--- config.mk ---
export PLATFORM = sky130hd
export DESIGN_NAME = irq_status_enable_unit
export DESIGN_NICKNAME = d
export VERILOG_FILES = /design/src/verilog/irq_status_enable_pkg.sv /design/src/verilog/irq_status_enable_unit.sv
export VERILOG_INCLUDE_DIRS = /design/src /design/src/verilog
export SDC_FILE = /design/constraint.sdc
export NUM_CORES = 1
export LEC_CHECK = 0
export ABC_AREA = 1
export BUFFER_PORTS_ARGS = -buffer_cell sky130_fd_sc_hd__buf_2
export CORE_MARGIN = 4
export CORE_UTILIZATION = 40
export CTS_BUF_LIST = sky130_fd_sc_hd__clkbuf_8
export DETAILED_ROUTE_END_ITERATION = 6
export PLACE_DENSITY_LB_ADDON = 0.2
export SKIP_CTS_REPAIR_TIMING = 1
export SLEW_MARGIN = 20
export SYNTH_ARGS = -nofsm -noshare
export SYNTH_HDL_FRONTEND = slang
export SYNTH_SLANG_ARGS = --single-unit
--- constraint.sdc ---
create_clock -name clk -period 1.5 [get_ports clk]
set_input_delay 0.375 -clock clk [delete_from_list [all_inputs] [get_ports clk]]
set_output_delay 0.375 -clock clk [all_outputs]
set_load 0.02 [all_outputs]
--- src/verilog/irq_status_enable_defines.svh ---
`ifndef IRQ_STATUS_ENABLE_DEFINES_SVH
`define IRQ_STATUS_ENABLE_DEFINES_SVH

// ************************************************************
// Register byte addresses (offsets are multiples of four: index * 4)
// ************************************************************
`define REQ_MAIN_IDX      8'h06
`define REQ_TMR_IDX       8'h07
`define EN_MAIN_IDX       8'h08
`define EN_TMR_IDX        8'h09
`define CMD_IDX           8'h0A
`define REQ_MAIN_ADDR     12'h018
`define REQ_TMR_ADDR      12'h01C
`define EN_MAIN_ADDR      12'h020
`define EN_TMR_ADDR       12'h024
`define CMD_ADDR          12'h028

// ************************************************************
// Field positions and reset values
// ************************************************************
`define SET_SEL_BIT       7
`define GLOBAL_BIT        6
`define PIN_INV_BIT       7
`define PIN_EN_BIT        6
`define PUSH_PULL_BIT     7
`define REQ_MAIN_RST      7'h00
`define REQ_TMR_RST       6'h00
`define EN_RST            8'h00
`define CMD_IDLE          4'h0
`define CMD_RST           4'h0

`endif

--- src/verilog/irq_status_enable_pkg.sv ---
package irq_status_enable_pkg;

   // Live event inputs from the rest of the frontend
   typedef struct packed {
      logic       fifoHighAlertStatus;
      logic       fifoLowAlertStatus;
      logic       commandFinished;
      logic       transmitLastBit;
      logic       receiveEnd;
      logic       fifoWriteError;
      logic       fifoOverflowError;
      logic       protocolError;
      logic       noDataError;
      logic       integrityError;
      logic       frameStartSeen;
      logic       subcarrierSeen;
      logic       cardDetected;
      logic [4:0] timerUnderflow;
   } events_t;

   // Open-drain/push-pull interrupt pin
   typedef struct packed {
      logic pinOut;
      logic pinOe;
   } irq_pin_t;

endpackage

--- src/verilog/irq_status_enable_unit.sv ---
`timescale 1ns/1ns
// Notes on behaviour
// - Written bit 7 selects set or clear
// - Only bits written one change
// - Main request register 06h, resets 00h
// - High alert request latches on rise
// - Low alert request latches on rise
// - Self-finished command sets idle request
// - Unknown command returns idle, sets request
// - Host idle command sets no request
// - Transmit request set after last bit
// - Receive request set at stream end
// - Rise of the ORed error flags sets error
// - Frame start or subcarrier sets request
// - Timer register 07h, bits 5..0 writable
// - Global request is enabled-request OR
// - Card detection sets bit 5
// - Timer underflows set bits 4..0
// - Main enable register 08h gates requests
// - Enable bit 7 inverts pin level
// - Timer enable register 09h bits 5..0
// - Pin active only with pin enable
// - Bit 7 selects push-pull or open-drain
`include "irq_status_enable_defines.svh"

module irq_status_enable_unit #(
   parameter int CMD_W = 4
) (
   // Clock and reset
   input  wire logic                            clk,
   input  wire logic                            reset,
   // APB slave
   input  wire logic                            psel,
   input  wire logic                            penable,
   input  wire logic                            pwrite,
   input  wire logic [11:0]                     paddr,
   input  wire logic [31:0]                     pwdata,
   output logic      [31:0]                     prdata,
   output logic                                 pready,
   output logic                                 pslverr,
   // Event sources
   input  wire irq_status_enable_pkg::events_t  events,
   input  wire logic [15:0]                     knownCmdMask,
   // Command field towards the sequencer
   output logic      [CMD_W-1:0]                activeCmd,
   // Interrupt pin
   output irq_status_enable_pkg::irq_pin_t      irqPin
);
   import irq_status_enable_pkg::*;

   // ************************************************************
   // Bus decode
   // ************************************************************
   logic [6:0]       reqMain_ff, nxt_reqMain;
   logic [5:0]       reqTmr_ff,  nxt_reqTmr;
   logic [7:0]       enMain_ff;
   logic [7:0]       enTmr_ff;
   logic [CMD_W-1:0] cmd_ff;
   logic             hiPrev_ff, loPrev_ff, errPrev_ff;
   logic             globalReq;
   logic [31:0]      rdMux;

   wire wrEn      = psel & penable & pwrite;
   wire hitReqM   = (paddr == `REQ_MAIN_ADDR);
   wire hitReqT   = (paddr == `REQ_TMR_ADDR);
   wire hitEnM    = (paddr == `EN_MAIN_ADDR);
   wire hitEnT    = (paddr == `EN_TMR_ADDR);
   wire hitCmd    = (paddr == `CMD_ADDR);
   wire hitAny    = hitReqM | hitReqT | hitEnM | hitEnT | hitCmd;
   wire setSel    = pwdata[`SET_SEL_BIT];
   wire wrReqM    = wrEn & hitReqM;
   wire wrReqT    = wrEn & hitReqT;
   wire wrCmd     = wrEn & hitCmd;
   wire wrEnM     = wrEn & hitEnM;
   wire wrEnT     = wrEn & hitEnT;

   assign pready  = 1'b1;
   assign pslverr = psel & penable & ~hitAny;

   // ************************************************************
   // Event detection
   // ************************************************************
   wire errNow   = events.fifoWriteError | events.fifoOverflowError | events.protocolError
                 | events.noDataError | events.integrityError;
   wire hiRise   = events.fifoHighAlertStatus & ~hiPrev_ff;
   wire loRise   = events.fifoLowAlertStatus & ~loPrev_ff;
   wire errRise  = errNow & ~errPrev_ff;
   wire [CMD_W-1:0] wrCode = pwdata[CMD_W-1:0];
   // Unknown codes bounce straight back to idle
   wire unknownCmd = wrCmd & ~knownCmdMask[wrCode];
   // Host writing idle is a stop, not a completion
   wire selfDone = events.commandFinished & (cmd_ff != `CMD_IDLE) & ~wrCmd;
   wire idleSet  = selfDone | unknownCmd;

   wire [6:0] evMain = {hiRise, loRise, idleSet, events.transmitLastBit,
                        events.receiveEnd, errRise,
                        events.frameStartSeen | events.subcarrierSeen};
   wire [5:0] evTmr  = {events.cardDetected, events.timerUnderflow};

   // Write mask: set or clear only targeted bits; hardware events win
   wire [6:0] wMaskM = wrReqM ? pwdata[6:0] : 7'h00;
   wire [5:0] wMaskT = wrReqT ? pwdata[5:0] : 6'h00;

   always_comb begin
      nxt_reqMain = setSel ? (reqMain_ff | wMaskM) : (reqMain_ff & ~wMaskM);
      nxt_reqMain = nxt_reqMain | evMain;
      nxt_reqTmr  = setSel ? (reqTmr_ff | wMaskT) : (reqTmr_ff & ~wMaskT);
      nxt_reqTmr  = nxt_reqTmr | evTmr;
   end

   // ************************************************************
   // Request registers
   // ************************************************************
   always_ff @(posedge clk) begin
      if (reset) begin
         reqMain_ff <= `REQ_MAIN_RST;
      end else begin
         reqMain_ff <= nxt_reqMain;
      end
   end

   always_ff @(posedge clk) begin
      if (reset) begin
         reqTmr_ff <= `REQ_TMR_RST;
      end else begin
         reqTmr_ff <= nxt_reqTmr;
      end
   end

   // ************************************************************
   // Event history
   // ************************************************************
   // History resets low: a status already high at release counts as a rise
   always_ff @(posedge clk) begin
      if (reset) begin
         hiPrev_ff  <= 1'b0;
         loPrev_ff  <= 1'b0;
         errPrev_ff <= 1'b0;
      end else begin
         hiPrev_ff  <= events.fifoHighAlertStatus;
         loPrev_ff  <= events.fifoLowAlertStatus;
         errPrev_ff <= errNow;
      end
   end

   // ************************************************************
   // Enable registers
   // ************************************************************
   always_ff @(posedge clk) begin
      if (reset) begin
         enMain_ff <= `EN_RST;
      end else if (wrEnM) begin
         enMain_ff <= pwdata[7:0];
      end
   end

   always_ff @(posedge clk) begin
      if (reset) begin
         enTmr_ff <= `EN_RST;
      end else if (wrEnT) begin
         enTmr_ff <= pwdata[7:0];
      end
   end

   // ************************************************************
   // Command field
   // ************************************************************
   always_ff @(posedge clk) begin
      if (reset) begin
         cmd_ff <= CMD_W'(`CMD_RST);
      end else if (wrCmd) begin
         cmd_ff <= unknownCmd ? CMD_W'(`CMD_IDLE) : wrCode;
      end else if (events.commandFinished) begin
         cmd_ff <= CMD_W'(`CMD_IDLE);
      end
   end

   assign activeCmd = cmd_ff;

   // ************************************************************
   // Global request and pin
   // ************************************************************
   // Live recompute; no storage, so writes cannot reach it
   assign globalReq = |(reqMain_ff & enMain_ff[6:0]) | |(reqTmr_ff & enTmr_ff[5:0]);

   wire pinActive = globalReq & enTmr_ff[`PIN_EN_BIT];
   wire pinLevel  = pinActive ^ enMain_ff[`PIN_INV_BIT];

   always_comb begin
      // Open-drain can only pull low: drive when level is low
      if (enTmr_ff[`PUSH_PULL_BIT]) begin
         irqPin.pinOut = pinLevel;
         irqPin.pinOe  = 1'b1;
      end else begin
         irqPin.pinOut = 1'b0;
         irqPin.pinOe  = ~pinLevel;
      end
   end

   // ************************************************************
   // Read mux
   // ************************************************************
   // Request bit 7 is write-only and always reads back zero
   wire [31:0] rdReqM = {25'h0, reqMain_ff};
   wire [31:0] rdReqT = {24'h0, 1'b0, globalReq, reqTmr_ff};
   wire [31:0] rdEnM  = {24'h0, enMain_ff};
   wire [31:0] rdEnT  = {24'h0, enTmr_ff};
   wire [31:0] rdCmd  = {{(32-CMD_W){1'b0}}, cmd_ff};
   wire        rdTake = psel & ~penable & ~pwrite;

   assign rdMux = ({32{hitReqM}} & rdReqM) | ({32{hitReqT}} & rdReqT)
                | ({32{hitEnM}} & rdEnM) | ({32{hitEnT}} & rdEnT)
                | ({32{hitCmd}} & rdCmd);

   // Captured in the setup cycle so the access cycle sees a settled word
   always_ff @(posedge clk) begin
      if (reset) prdata <= 32'h0000_0000;
      else if (rdTake) prdata <= rdMux;
   end

   // ************************************************************
   // Checks
   // ************************************************************
   set_write_a: assert property (@(posedge clk) disable iff (reset)
      wrReqM & setSel |=> (reqMain_ff & $past(pwdata[6:0])) == $past(pwdata[6:0]))
      else $error("set write did not set bits");
   clear_keep_a: assert property (@(posedge clk) disable iff (reset)
      wrReqM & ~setSel & (evMain == 7'h00)
      |=> reqMain_ff == ($past(reqMain_ff) & ~$past(pwdata[6:0])))
      else $error("clear write wrong");
   high_alert_a: assert property (@(posedge clk) disable iff (reset)
      hiRise |=> reqMain_ff[6]) else $error("high alert not latched");
   low_alert_a: assert property (@(posedge clk) disable iff (reset)
      loRise |=> reqMain_ff[5]) else $error("low alert not latched");
   unknown_cmd_a: assert property (@(posedge clk) disable iff (reset)
      unknownCmd |=> cmd_ff == `CMD_IDLE && reqMain_ff[4]) else $error("unknown cmd");
   host_idle_a: assert property (@(posedge clk) disable iff (reset)
      wrCmd & (wrCode == `CMD_IDLE) & knownCmdMask[0] & ~reqMain_ff[4] & ~wrReqM
      |=> ~reqMain_ff[4]) else $error("host idle set request");
   timer_set_a: assert property (@(posedge clk) disable iff (reset)
      events.timerUnderflow[0] |=> reqTmr_ff[0]) else $error("timer lost");
   pin_off_a: assert property (@(posedge clk) disable iff (reset)
      ~enTmr_ff[`PIN_EN_BIT] & enTmr_ff[`PUSH_PULL_BIT]
      |-> irqPin.pinOut == enMain_ff[`PIN_INV_BIT]) else $error("pin not idle");
   global_a: assert property (@(posedge clk) disable iff (reset)
      (reqTmr_ff[5] & enTmr_ff[5]) |-> globalReq) else $error("global missing");


   // ************************************************************
   // Checks on the main request register and command field
   // ************************************************************
   reset_main_a: assert property (@(posedge clk) disable iff (reset)
      $past(reset) |-> reqMain_ff == `REQ_MAIN_RST)
      else $error("main request not cleared by reset");
   keep_other_a: assert property (@(posedge clk) disable iff (reset)
      wrReqM & (evMain == 7'h00)
      |=> (reqMain_ff & ~$past(pwdata[6:0])) == ($past(reqMain_ff) & ~$past(pwdata[6:0])))
      else $error("untargeted request bit changed");
   clear_all_a: assert property (@(posedge clk) disable iff (reset)
      wrReqM & ~setSel & (pwdata[6:0] == 7'h7F) & (evMain == 7'h00)
      |=> reqMain_ff == 7'h00)
      else $error("clear of all bits failed");
   event_wins_a: assert property (@(posedge clk) disable iff (reset)
      wrReqM & ~setSel & events.transmitLastBit |=> reqMain_ff[3])
      else $error("clear beat a transmit event");
   high_hold_a: assert property (@(posedge clk) disable iff (reset)
      reqMain_ff[6] & ~wrReqM |=> reqMain_ff[6])
      else $error("high alert request lost");
   low_hold_a: assert property (@(posedge clk) disable iff (reset)
      reqMain_ff[5] & ~wrReqM |=> reqMain_ff[5])
      else $error("low alert request lost");
   idle_self_a: assert property (@(posedge clk) disable iff (reset)
      selfDone |=> reqMain_ff[4] && (cmd_ff == CMD_W'(`CMD_IDLE)))
      else $error("self-finished command not flagged");
   host_stop_a: assert property (@(posedge clk) disable iff (reset)
      wrCmd & (wrCode == CMD_W'(`CMD_IDLE)) |=> cmd_ff == CMD_W'(`CMD_IDLE))
      else $error("host stop not taken");
   cmd_write_a: assert property (@(posedge clk) disable iff (reset)
      wrCmd & knownCmdMask[wrCode] |=> cmd_ff == $past(wrCode))
      else $error("known command not stored");
   transmit_a: assert property (@(posedge clk) disable iff (reset)
      events.transmitLastBit |=> reqMain_ff[3])
      else $error("transmit request missing");
   receive_a: assert property (@(posedge clk) disable iff (reset)
      events.receiveEnd |=> reqMain_ff[2])
      else $error("receive request missing");
   error_a: assert property (@(posedge clk) disable iff (reset)
      errNow & ~errPrev_ff |=> reqMain_ff[1])
      else $error("error request missing");
   frame_start_a: assert property (@(posedge clk) disable iff (reset)
      events.frameStartSeen | events.subcarrierSeen |=> reqMain_ff[0])
      else $error("frame start request missing");

   // ************************************************************
   // Checks on the timer and detect request register
   // ************************************************************
   reset_tmr_a: assert property (@(posedge clk) disable iff (reset)
      $past(reset) |-> reqTmr_ff == `REQ_TMR_RST && enMain_ff == `EN_RST && enTmr_ff == `EN_RST)
      else $error("timer request or enables not reset");
   tmr_set_a: assert property (@(posedge clk) disable iff (reset)
      wrReqT & setSel |=> (reqTmr_ff & $past(pwdata[5:0])) == $past(pwdata[5:0]))
      else $error("timer set write failed");
   tmr_clear_a: assert property (@(posedge clk) disable iff (reset)
      wrReqT & ~setSel & (evTmr == 6'h00)
      |=> reqTmr_ff == ($past(reqTmr_ff) & ~$past(pwdata[5:0])))
      else $error("timer clear write failed");
   tmr_keep_a: assert property (@(posedge clk) disable iff (reset)
      wrReqT & (evTmr == 6'h00)
      |=> (reqTmr_ff & ~$past(pwdata[5:0])) == ($past(reqTmr_ff) & ~$past(pwdata[5:0])))
      else $error("untargeted timer bit changed");
   card_detect_a: assert property (@(posedge clk) disable iff (reset)
      events.cardDetected |=> reqTmr_ff[5])
      else $error("card detect request missing");
   timer_all_a: assert property (@(posedge clk) disable iff (reset)
      (events.timerUnderflow != 5'h00)
      |=> (reqTmr_ff[4:0] & $past(events.timerUnderflow)) == $past(events.timerUnderflow))
      else $error("timer underflow request missing");
   global_main_a: assert property (@(posedge clk) disable iff (reset)
      ((reqMain_ff & enMain_ff[6:0]) != 7'h00) |-> globalReq)
      else $error("global missing for main request");
   global_tmr_a: assert property (@(posedge clk) disable iff (reset)
      ((reqTmr_ff & enTmr_ff[5:0]) != 6'h00) |-> globalReq)
      else $error("global missing for timer request");
   global_off_a: assert property (@(posedge clk) disable iff (reset)
      ((reqMain_ff & enMain_ff[6:0]) == 7'h00) && ((reqTmr_ff & enTmr_ff[5:0]) == 6'h00)
      |-> ~globalReq)
      else $error("global without enabled request");
   read_zero_a: assert property (@(posedge clk) disable iff (reset)
      rdTake & (hitReqM | hitReqT) |=> ~prdata[7])
      else $error("request bit 7 read back");

   // ************************************************************
   // Checks on enables, pin and bus
   // ************************************************************
   enable_main_a: assert property (@(posedge clk) disable iff (reset)
      wrEnM |=> enMain_ff == $past(pwdata[7:0]))
      else $error("main enable not written");
   enable_tmr_a: assert property (@(posedge clk) disable iff (reset)
      wrEnT |=> enTmr_ff == $past(pwdata[7:0]))
      else $error("timer enable not written");
   pin_invert_a: assert property (@(posedge clk) disable iff (reset)
      enTmr_ff[`PUSH_PULL_BIT] & enTmr_ff[`PIN_EN_BIT]
      |-> irqPin.pinOut == (globalReq ^ enMain_ff[`PIN_INV_BIT]))
      else $error("pin level wrong");
   pin_disabled_a: assert property (@(posedge clk) disable iff (reset)
      ~enTmr_ff[`PIN_EN_BIT] & ~enTmr_ff[`PUSH_PULL_BIT] |-> irqPin.pinOe == ~enMain_ff[`PIN_INV_BIT])
      else $error("disabled pin not idle");
   open_drain_a: assert property (@(posedge clk) disable iff (reset)
      ~enTmr_ff[`PUSH_PULL_BIT] |-> ~irqPin.pinOut)
      else $error("open-drain pin driven high");
   push_pull_a: assert property (@(posedge clk) disable iff (reset)
      enTmr_ff[`PUSH_PULL_BIT] |-> irqPin.pinOe)
      else $error("push-pull pin released");
   bus_ready_a: assert property (@(posedge clk) disable iff (reset)
      psel & penable |-> pready)
      else $error("access without ready");
   bus_error_a: assert property (@(posedge clk) disable iff (reset)
      psel & penable & ~hitAny |-> pslverr)
      else $error("unmapped access without error");
   bus_ok_a: assert property (@(posedge clk) disable iff (reset)
      psel & penable & hitAny |-> ~pslverr)
      else $error("mapped access flagged");
   no_write_a: assert property (@(posedge clk) disable iff (reset)
      psel & penable & pwrite & ~hitAny & ~events.commandFinished
      |=> $stable(enMain_ff) && $stable(enTmr_ff) && $stable(cmd_ff))
      else $error("unmapped write changed a register");
   prdata_hold_a: assert property (@(posedge clk) disable iff (reset)
      ~rdTake |=> $stable(prdata))
      else $error("read data moved outside setup");

   // ************************************************************
   // Cover points
   // ************************************************************
   cmd_done_c: cover property (@(posedge clk) disable iff (reset) selfDone);
   pin_fire_c: cover property (@(posedge clk) disable iff (reset) pinActive);
   clear_c:    cover property (@(posedge clk) disable iff (reset) wrReqM & ~setSel);
   unknown_c:  cover property (@(posedge clk) disable iff (reset) unknownCmd);
   release_c:  cover property (@(posedge clk) disable iff (reset) ~irqPin.pinOe);
endmodule
Word level (Yosys, flattened, before mapping). Cells that the tools add are included.

Bits of input ports: 83. Register bits after elaboration: 68.

Bitwise logic cells: 57. Muxes and demuxes: 10. $lt $le $gt $ge: 1. Reduce and logical (&&, ||, !) cells: 4. Equality and inequality tests: 5.

Operators with widths (number): 32-bit bitwise OR (4); 32-bit by 7-bit bitwise AND with 32-bit output (2); 32-bit by 8-bit bitwise AND with 32-bit output (2); 12-bit by 6-bit equality test with 1-bit output (second input constant) (3); 32-bit by 4-bit bitwise AND with 32-bit output (1); 12-bit by 5-bit equality test with 1-bit output (second input constant) (2); 1-bit bitwise AND (17); 7-bit bitwise AND (2); 7-bit two-way mux (2); 7-bit bitwise OR (2); 6-bit bitwise AND (2); 4-bit two-way mux (3); 6-bit two-way mux (2); 6-bit bitwise OR (2); 1-bit bitwise OR (11); 1-bit NOT (9); 7-bit NOT (1); 7-bit OR reduction (1); 6-bit NOT (1); 6-bit OR reduction (1); 4-bit by 5-bit < comparator with 1-bit output (second input constant) (1); 1-bit binary-select mux with 4-bit select (1); 4-bit nonzero test (1); 2-bit two-way mux (1); 3 further kinds (3).

Longest topological paths before layout. Gate-level depths: netlist of run 1.

Word-level depth: 8. Mapped depth: 12.

Worst setup path after synthesis of run 1. OpenSTA, ideal clock, no wires.

Path type: input to output. From: input paddr[4]. To: output pslverr. Data required time: 1.125 ns. Cell stages on the path: 6. Buffers on the path: 0. Arrival: 1.469 ns. Path slack: -0.344 ns. Cell sequence: inv_1 > nand3_1 > inv_1 > nand2_1 > inv_1 > nor4_1.

Word-level cells in the longest chain between the ends: 7. Elaborated cells on any way between the ends: 11. Classes of those cells: 5 x eq/ne; 6 x bitwise.

Ends and longest elaborated chain: from (decl) (line irq_status_enable_unit.sv:36) `input wire logic [11:0] paddr,`; 12-bit by 5-bit equality test with 1-bit output (no line); 1-bit bitwise OR (3 in series) (line irq_status_enable_unit.sv:69) `wire hitAny = hitReqM | hitReqT | hitEnM | hitEnT | hitCmd;`; 1-bit bitwise OR * (line irq_status_enable_unit.sv:69); 1-bit NOT * (line irq_status_enable_unit.sv:78) `assign pslverr = psel & penable & ~hitAny;`; 1-bit bitwise AND * (line irq_status_enable_unit.sv:78); to (decl) (line irq_status_enable_unit.sv:40) `output logic pslverr,`.

Every way passes the cells marked *; elsewhere a longest branch is shown, timed or not.

==> flow_summary_export.csv, run 1 <==
group,metric,value,unit
routing,vias,2942,
synth,synth_compound_area_share,11.8,%
synth,synth_edf_count,0,
power,power_frac_clock,30.1,%
finish,seqCellArea,885,µm²
run_status,violations,"negative setup slack",
routing,route.detailed.drc,0,
grt,grt_pass1_wl,11.8,mm
routing,detail-route-antenna-nets,0,
timing,skew,0.0119,ns
finish,multiInputGateArea,1560,µm²
routing,dr.pass1.iters,4,
floorplan,rows,30,
synth,synth_largest_area_cell,"dfxtp_1",
critical_path,critPathKind,"reg -> out",
hold_path,min_to,"loPrev_ff$_SDFF_PP0_",
critical_path,arrival,1.43,ns
grt,antenna_found_initial,0,
timing,timing.fmax,555,MHz
synth,synthMuxAreaShare,0,%
power,power.internal,0.00173,W
grt,grtUsageMet3,3.56,%
grt,met2_usage,28.0,%
finish,final_common_cell,"nand2_1",
hold_path,hp-class,"in -> reg",
finish,antenna_cells,0,
critical_path,end_kind,"output pin",
critical_path,r2r_setup_slack,0.38,ns
power,leakage,1.88,nW
cts,numCtsBuffers,5,
place,dp_hpwl,5.78,mm
grt,grt_usage,17.1,%
grt,grt.overflow.total,0,
synth,synthTopCellsByArea,"dfxtp_1, nand2_1, inv_1",
critical_path,crit_chain,"a22o_1 -> nor2_2 -> nand2_2 -> nand3_2 -> nand2_1 -> nor2_1 -> buf_4",
synth,synth_xor_xnor_area_share,0,%
timing,period_minus_slack,1.80,ns
power,power_density,657,nW/µm²
hold_path,min-delay-start,"events[16]",
power,power.net_switching,0.000705,W
synth,synth-adder-area-share,0,%
power,finalPower,0.00244,W
routing,drtIter0Drc,104,
critical_path,startpoint_type,"register",
synth,yosysSeqAreaShare,31.9,%
cts,cts_tree,"built",
place,portBuffers,73,
floorplan,io_pins,123,
cts,cts.sinks,44,
critical_path,critical_path_buf_inv_count,1,
critical_path,critPathMaxFanout,3,
critical_path,path_delay_family,"simple AND/OR/NAND/NOR gates",
timing,finalSetupViolCount,3,
timing,fin_crit_sh,120,%
run_status,status,"complete, but fails checks",
cts,clkTransAtPathRegs,0.09,ns
floorplan,core,6760,µm²
cts,root_buffer,"clkbuf_8",
critical_path,cp.depth,7,
synth,synth_top_area_share,31.9,%
hold_path,hold_depth,3,
timing,rsz0062_at_grt,"yes",
cts,cts.path.max_buffers,2,
cts,insertion_delay,0.30,ns
finish,layout-drive-gt1-share,31.9,%
critical_path,ff2ff_path_depth,7,
place,place_congestion,0.798,
floorplan,die_area,8290,µm²
power,p_sw_share,28.9,%
synth,synth_top_family_by_area,"simple AND/OR/NAND/NOR gates",
timing,finalHoldViolations,0,
grt,grt_pass1_vias,2597,
power,pwr-share-comb,19.6,%
synth,synth_warnings,0,
finish,syn_to_final_growth,34.4,%
synth,synth_area_per_cell,6.26,µm²
critical_path,critPathSlowestCell,"dfxtp_2",
critical_path,critical_path.reg2reg.startpoint,"enTmr_ff[4]$_SDFFE_PP0P_",
floorplan,die_x,91.1,µm
floorplan,die_y,91.1,µm
critical_path,worstPathRequired,1.12,ns
synth,synth_area,2760,µm²
grt,busiest_layer,"met2",
synth,async_flop_share,0,%
floorplan,start_util,40.8,%
synth,yosys.area_share.simple,37.5,%
cts,cts-htree-levels,2,
timing,slew_violations,0,
critical_path,r2r-end,"prdata[6]$_SDFFE_PP0P_",
routing,via_per_inst,4.64,
job,cap_violations,0,
grt,grtUsageMet1,23.3,%
finish,fillers,680,
synth,ys_ff_latch,44,
timing,layout_setup_ws,-0.302,ns
power,ir_drop,0.420,mV
finish,nets,636,
timing,setup-tns-final,-0.725,ns
routing,wl_per_cell,11.8,µm
routing,drt-total-wl,7.45,mm
synth,synthFlopType,"dfxtp_1",
finish,final_cell_mix,"nand2_1, buf_2, inv_1, buf_4, dfxtp_1",
place,dp_slack,-0.217,ns
grt,grt_max_degree,33,
synth,syn-instance-count,441,
critical_path,slowest_delay,0.35,ns
synth,yosysUniqueCellTypes,30,
power,seq_power_share,50.3,%
## synthesized netlist by cell type, drive strengths merged (2+ instances only)
cell type / n
dfxtp: 44
nand4: 4
nand2: 125
a21oi: 23
a31oi: 4
inv: 65
nand3b: 7
nor2: 49
o21ai: 31
clkbuf: 4
conb: 2
or2: 2
nor3: 6
buf: 34
nand3: 36
## layer usage
metal | wire (µm) | share of wire, %
met1 | 3510 | 47
met2 | 3390 | 45
met3 | 514 | 6.9
met4 | 35 | 0.47
met5 | 0 | 0
## logic make-up (layout without fill, tap and decap cells)
kind of cell           count (synthesis)  count (layout)
other                                  2              25
DFF                                   44              44
buffers and inverters                103             193
and+or+nand+nor                      230             230
AOI/OAI and AO/OA                     62              62
## how the worst max path moves through the flow
stage                                   from        end  slack [ns]
floorplan                           paddr[4]    pslverr       0.003
global placement                    paddr[4]    pslverr       -0.20
detailed placement                  paddr[4]    pslverr       -0.22
CTS                 enTmr_ff[4]$_SDFFE_PP0P_  irqPin[1]       -0.36
global route         reqTmr_ff[4]$_SDFF_PP0_  irqPin[1]       -0.42
finish              enTmr_ff[4]$_SDFFE_PP0P_  irqPin[1]       -0.30
## worst reg2reg max path: stages (launching register included)
cell and delay, ns:
dfxtp_2 0.35, a22o_1 0.21, nor2_2 0.12, nand2_2 0.09, nand2_1 0.06, nand2_1 0.04
nor2_1 0.10, nor2_1 0.04
## power by group through the flow
| stage | sequential (W) | combinational (W) | clock, W |
|---|---|---|---|
| floorplan | 0.00126 | 0.000280 | 0 |
| global placement | 0.00125 | 0.000438 | 0 |
| detailed placement | 0.00125 | 0.000445 | 0 |
| CTS | 0.00122 | 0.000447 | 0.000765 |
| global route | 0.00123 | 0.000529 | 0.000798 |
| finish | 0.00123 | 0.000477 | 0.000734 |
## area by class of cell
cell class | instances | area share, %
clock inverters | 3 | 0.506
repair buffers | 120 | 22.3
multi-input cells | 317 | 42.1
well taps | 80 | 2.70
flip-flops and latches | 44 | 23.9
clock buffers | 5 | 1.86
inverters | 65 | 6.71
## state kept, by name (all words and copies together), names as in the netlist
| register | flops |
|---|---|
| reqMain_ff | 7 |
| activeCmd | 4 |
| errPrev_ff | 1 |
| hiPrev_ff | 1 |
| loPrev_ff | 1 |
| prdata | 8 |
| reqTmr_ff | 6 |
| enMain_ff | 8 |
| enTmr_ff | 8 |
## stage by stage
stage | instances | hold slack [ns] | util, % | area (µm²)
after floorplan | 464 | 0.439 | - | 2880
after global placement | 621 | 0.447 | 50.9 | 3440
after detailed placement | 621 | 0.458 | 50.9 | 3440
after CTS | 629 | 0.281 | 52.2 | 3530
after global routing | 634 | 0.296 | 54.9 | 3710
final | 634 | 0.289 | 54.9 | 3710
No activity file was read; power rests on OpenSTA's default activity.
==> inputs of run 2 (changes only) <==
--- a/config.mk
+++ b/config.mk
@@ -9,7 +9,7 @@
 export ABC_AREA = 1
 export BUFFER_PORTS_ARGS = -buffer_cell sky130_fd_sc_hd__buf_2
 export CORE_MARGIN = 4
-export CORE_UTILIZATION = 40
+export CORE_UTILIZATION = 49
 export CTS_BUF_LIST = sky130_fd_sc_hd__clkbuf_8
 export DETAILED_ROUTE_END_ITERATION = 6
 export PLACE_DENSITY_LB_ADDON = 0.2
==> run 2 against run 1 <==
Compared with the run above:
- combinational power shrank 1%
- sequential share of layout area grew 0.24 points
- critical endpoint unchanged
- non-clock buffer count shrank 7
- critical path depth grew 2
- global-route usage grew 4.2 points
- the flow still finishes with violations (negative setup slack)
- highest routed layer unchanged
- via count grew 3.8%
- sequential cell count is the same
==> flow_summary_export.csv, run 2 (synthesis results as in run 1) <==
group,metric,value,unit
routing,route.detailed.drc,0,
run_status,status,"complete, but fails checks",
timing,skew,0.0143,ns
floorplan,die_x,83.0,µm
timing,period_minus_slack,1.81,ns
cts,insertion_delay,0.30,ns
job,cap_violations,0,
floorplan,rows,27,
power,power_frac_clock,35.7,%
critical_path,worstPathRequired,1.12,ns
cts,clkTransAtPathRegs,0.09,ns
critical_path,end_kind,"output pin",
critical_path,path_delay_family,"simple AND/OR/NAND/NOR gates",
finish,fillers,518,
finish,layout-drive-gt1-share,30.7,%
timing,hold_ws,0.279,ns
finish,syn_to_final_growth,32.9,%
finish,final_common_cell,"nand2_1",
floorplan,io_pins,123,
timing,rsz0062_at_grt,"yes",
floorplan,start_util,50.4,%
timing,slew_violations,0,
finish,largestRegisters,"enMain_ff: 8 flops, enTmr_ff: 8 flops, prdata: 8 flops",
floorplan,die_area,6890,µm²
routing,vias,3054,
timing,fin_crit_sh,121,%
routing,via_per_inst,4.93,
routing,drt-total-wl,7.78,mm
power,p_sw_share,28.1,%
routing,wl_per_cell,12.6,µm
cts,cts.path.max_buffers,2,
power,pwr-share-comb,17.9,%
power,power.internal,0.00190,W
power,power_density,720,nW/µm²
cts,cts_tree,"built",
cts,root_buffer,"clkbuf_8",
critical_path,slowest_delay,0.32,ns
place,dp_slack,-0.240,ns
routing,drtIter0Drc,200,
finish,antenna_cells,0,
place,portBuffers,73,
finish,nets,629,
critical_path,critPathLaunch,"enTmr_ff[0]$_SDFFE_PP0P_",
critical_path,critical_path.reg2reg.startpoint,"enTmr_ff[0]$_SDFFE_PP0P_",
critical_path,critical_path_buf_inv_count,1,
timing,timing.fmax,552,MHz
power,leakage,1.86,nW
critical_path,critPathMaxFanout,3,
floorplan,die_y,83.0,µm
routing,dr.pass1.iters,7,
run_status,violations,"negative setup slack",
grt,grt.overflow.total,0,
critical_path,critPathSlowestCell,"dfxtp_1",
timing,finalSetupViolCount,7,
cts,cts.sinks,44,
routing,detail-route-antenna-nets,0,
timing,layout_setup_ws,-0.312,ns
power,finalPower,0.00264,W
critical_path,startpoint_type,"register",
cts,cts-htree-levels,2,
finish,layout.cells.non_filler,619,
grt,grt_pass1_vias,2728,
grt,grt_pass1_wl,12.2,mm
grt,antenna_found_initial,0,
grt,grt_usage,21.2,%
place,dp_hpwl,5.68,mm
power,seq_power_share,46.4,%
finish,final_cell_mix,"nand2_1, buf_2, inv_1, dfxtp_1, buf_4",
timing,setup-tns-final,-0.744,ns
hold_path,min-delay-start,"events[17]",
timing,finalHoldViolations,0,
floorplan,core,5470,µm²
power,ir_drop,0.515,mV
critical_path,crit_chain,"nand2_1 -> nand4_1 -> nor2_2 -> nand2_2 -> nand2_2 -> nand2_2 -> nand2_1 -> nor2_1 -> buf_4",
grt,grt_max_degree,33,
hold_path,hp-class,"in -> reg",
place,dp.cells,605,
critical_path,critPathKind,"reg -> out",
critical_path,cpMostUsedCell,"nand2_2",
place,place_congestion,0.884,
critical_path,arrival,1.44,ns
power,power.net_switching,0.000742,W
cts,numCtsBuffers,5,
## run 2: changes by cell type in the layout (fill, tap and decap cells not counted), moves of 2 or more
cell,before,now
buf_12,4,2
buf_6,8,5
nand3_4,0,2
nand3_2,5,2
buf_4,46,42
inv_6,0,2
clkinv_2,2,0
## run 2: power by group through the flow
stage | clock network, W | registers [W] | logic (W)
6_report | 0.000943 | 0.00123 | 0.000471
5_1_grt | 0.000997 | 0.00123 | 0.000521
4_1_cts | 0.000947 | 0.00122 | 0.000434
3_5_place_dp | 0 | 0.00125 | 0.000432
3_3_place_gp | 0 | 0.00125 | 0.000424
2_1_floorplan | 0 | 0.00126 | 0.000280
## run 2: path summary, 6_finish.rpt
check	to	slack (ns)	cells after the start
worst max-delay path	irqPin[1]	-0.31	9
worst min-delay path	hiPrev_ff$_SDFF_PP0_	0.28	3
worst max register to register	prdata[6]$_SDFFE_PP0P_	0.26	9
worst min register to register	enMain_ff[2]$_SDFFE_PP0P_	0.47	2
## run 2: layout make-up
type	count	area [µm²]	area share [%]
clock inverter	3	46.3	1.26
timing repair buffer	113	742	20.2
inverter	65	251	6.86
tap	72	90.1	2.46
multi-input combinational	317	1580	43.2
clock buffer	5	68.8	1.88
sequential	44	883	24.1
## run 2: metal layers
metal	vias to the layer above	wire length, µm	GRT usage (%)
met4	0	94	3.71
met1	1375	3350	27.5
met2	130	3730	36.4
met3	9	609	4.86
li1	1540	-	-
met5	-	0	0
## run 2: worst register-to-register path: stages (launching register included)
cell and delay [ns]:
dfxtp_1 0.32, nand2_1 0.05, nand4_1 0.16, nor2_2 0.13, nand2_2 0.10, buf_4 0.14
nand2_1 0.05, nand2_1 0.04, nor2_1 0.10, nor2_1 0.04
## run 2: stage by stage
step	cell area, µm²	util, %
after CTS	3460	63.3
after detailed placement	3350	61.2
after global routing	3670	67.0
after floorplan	2880	-
after global placement	3350	61.2
final	3670	67.0
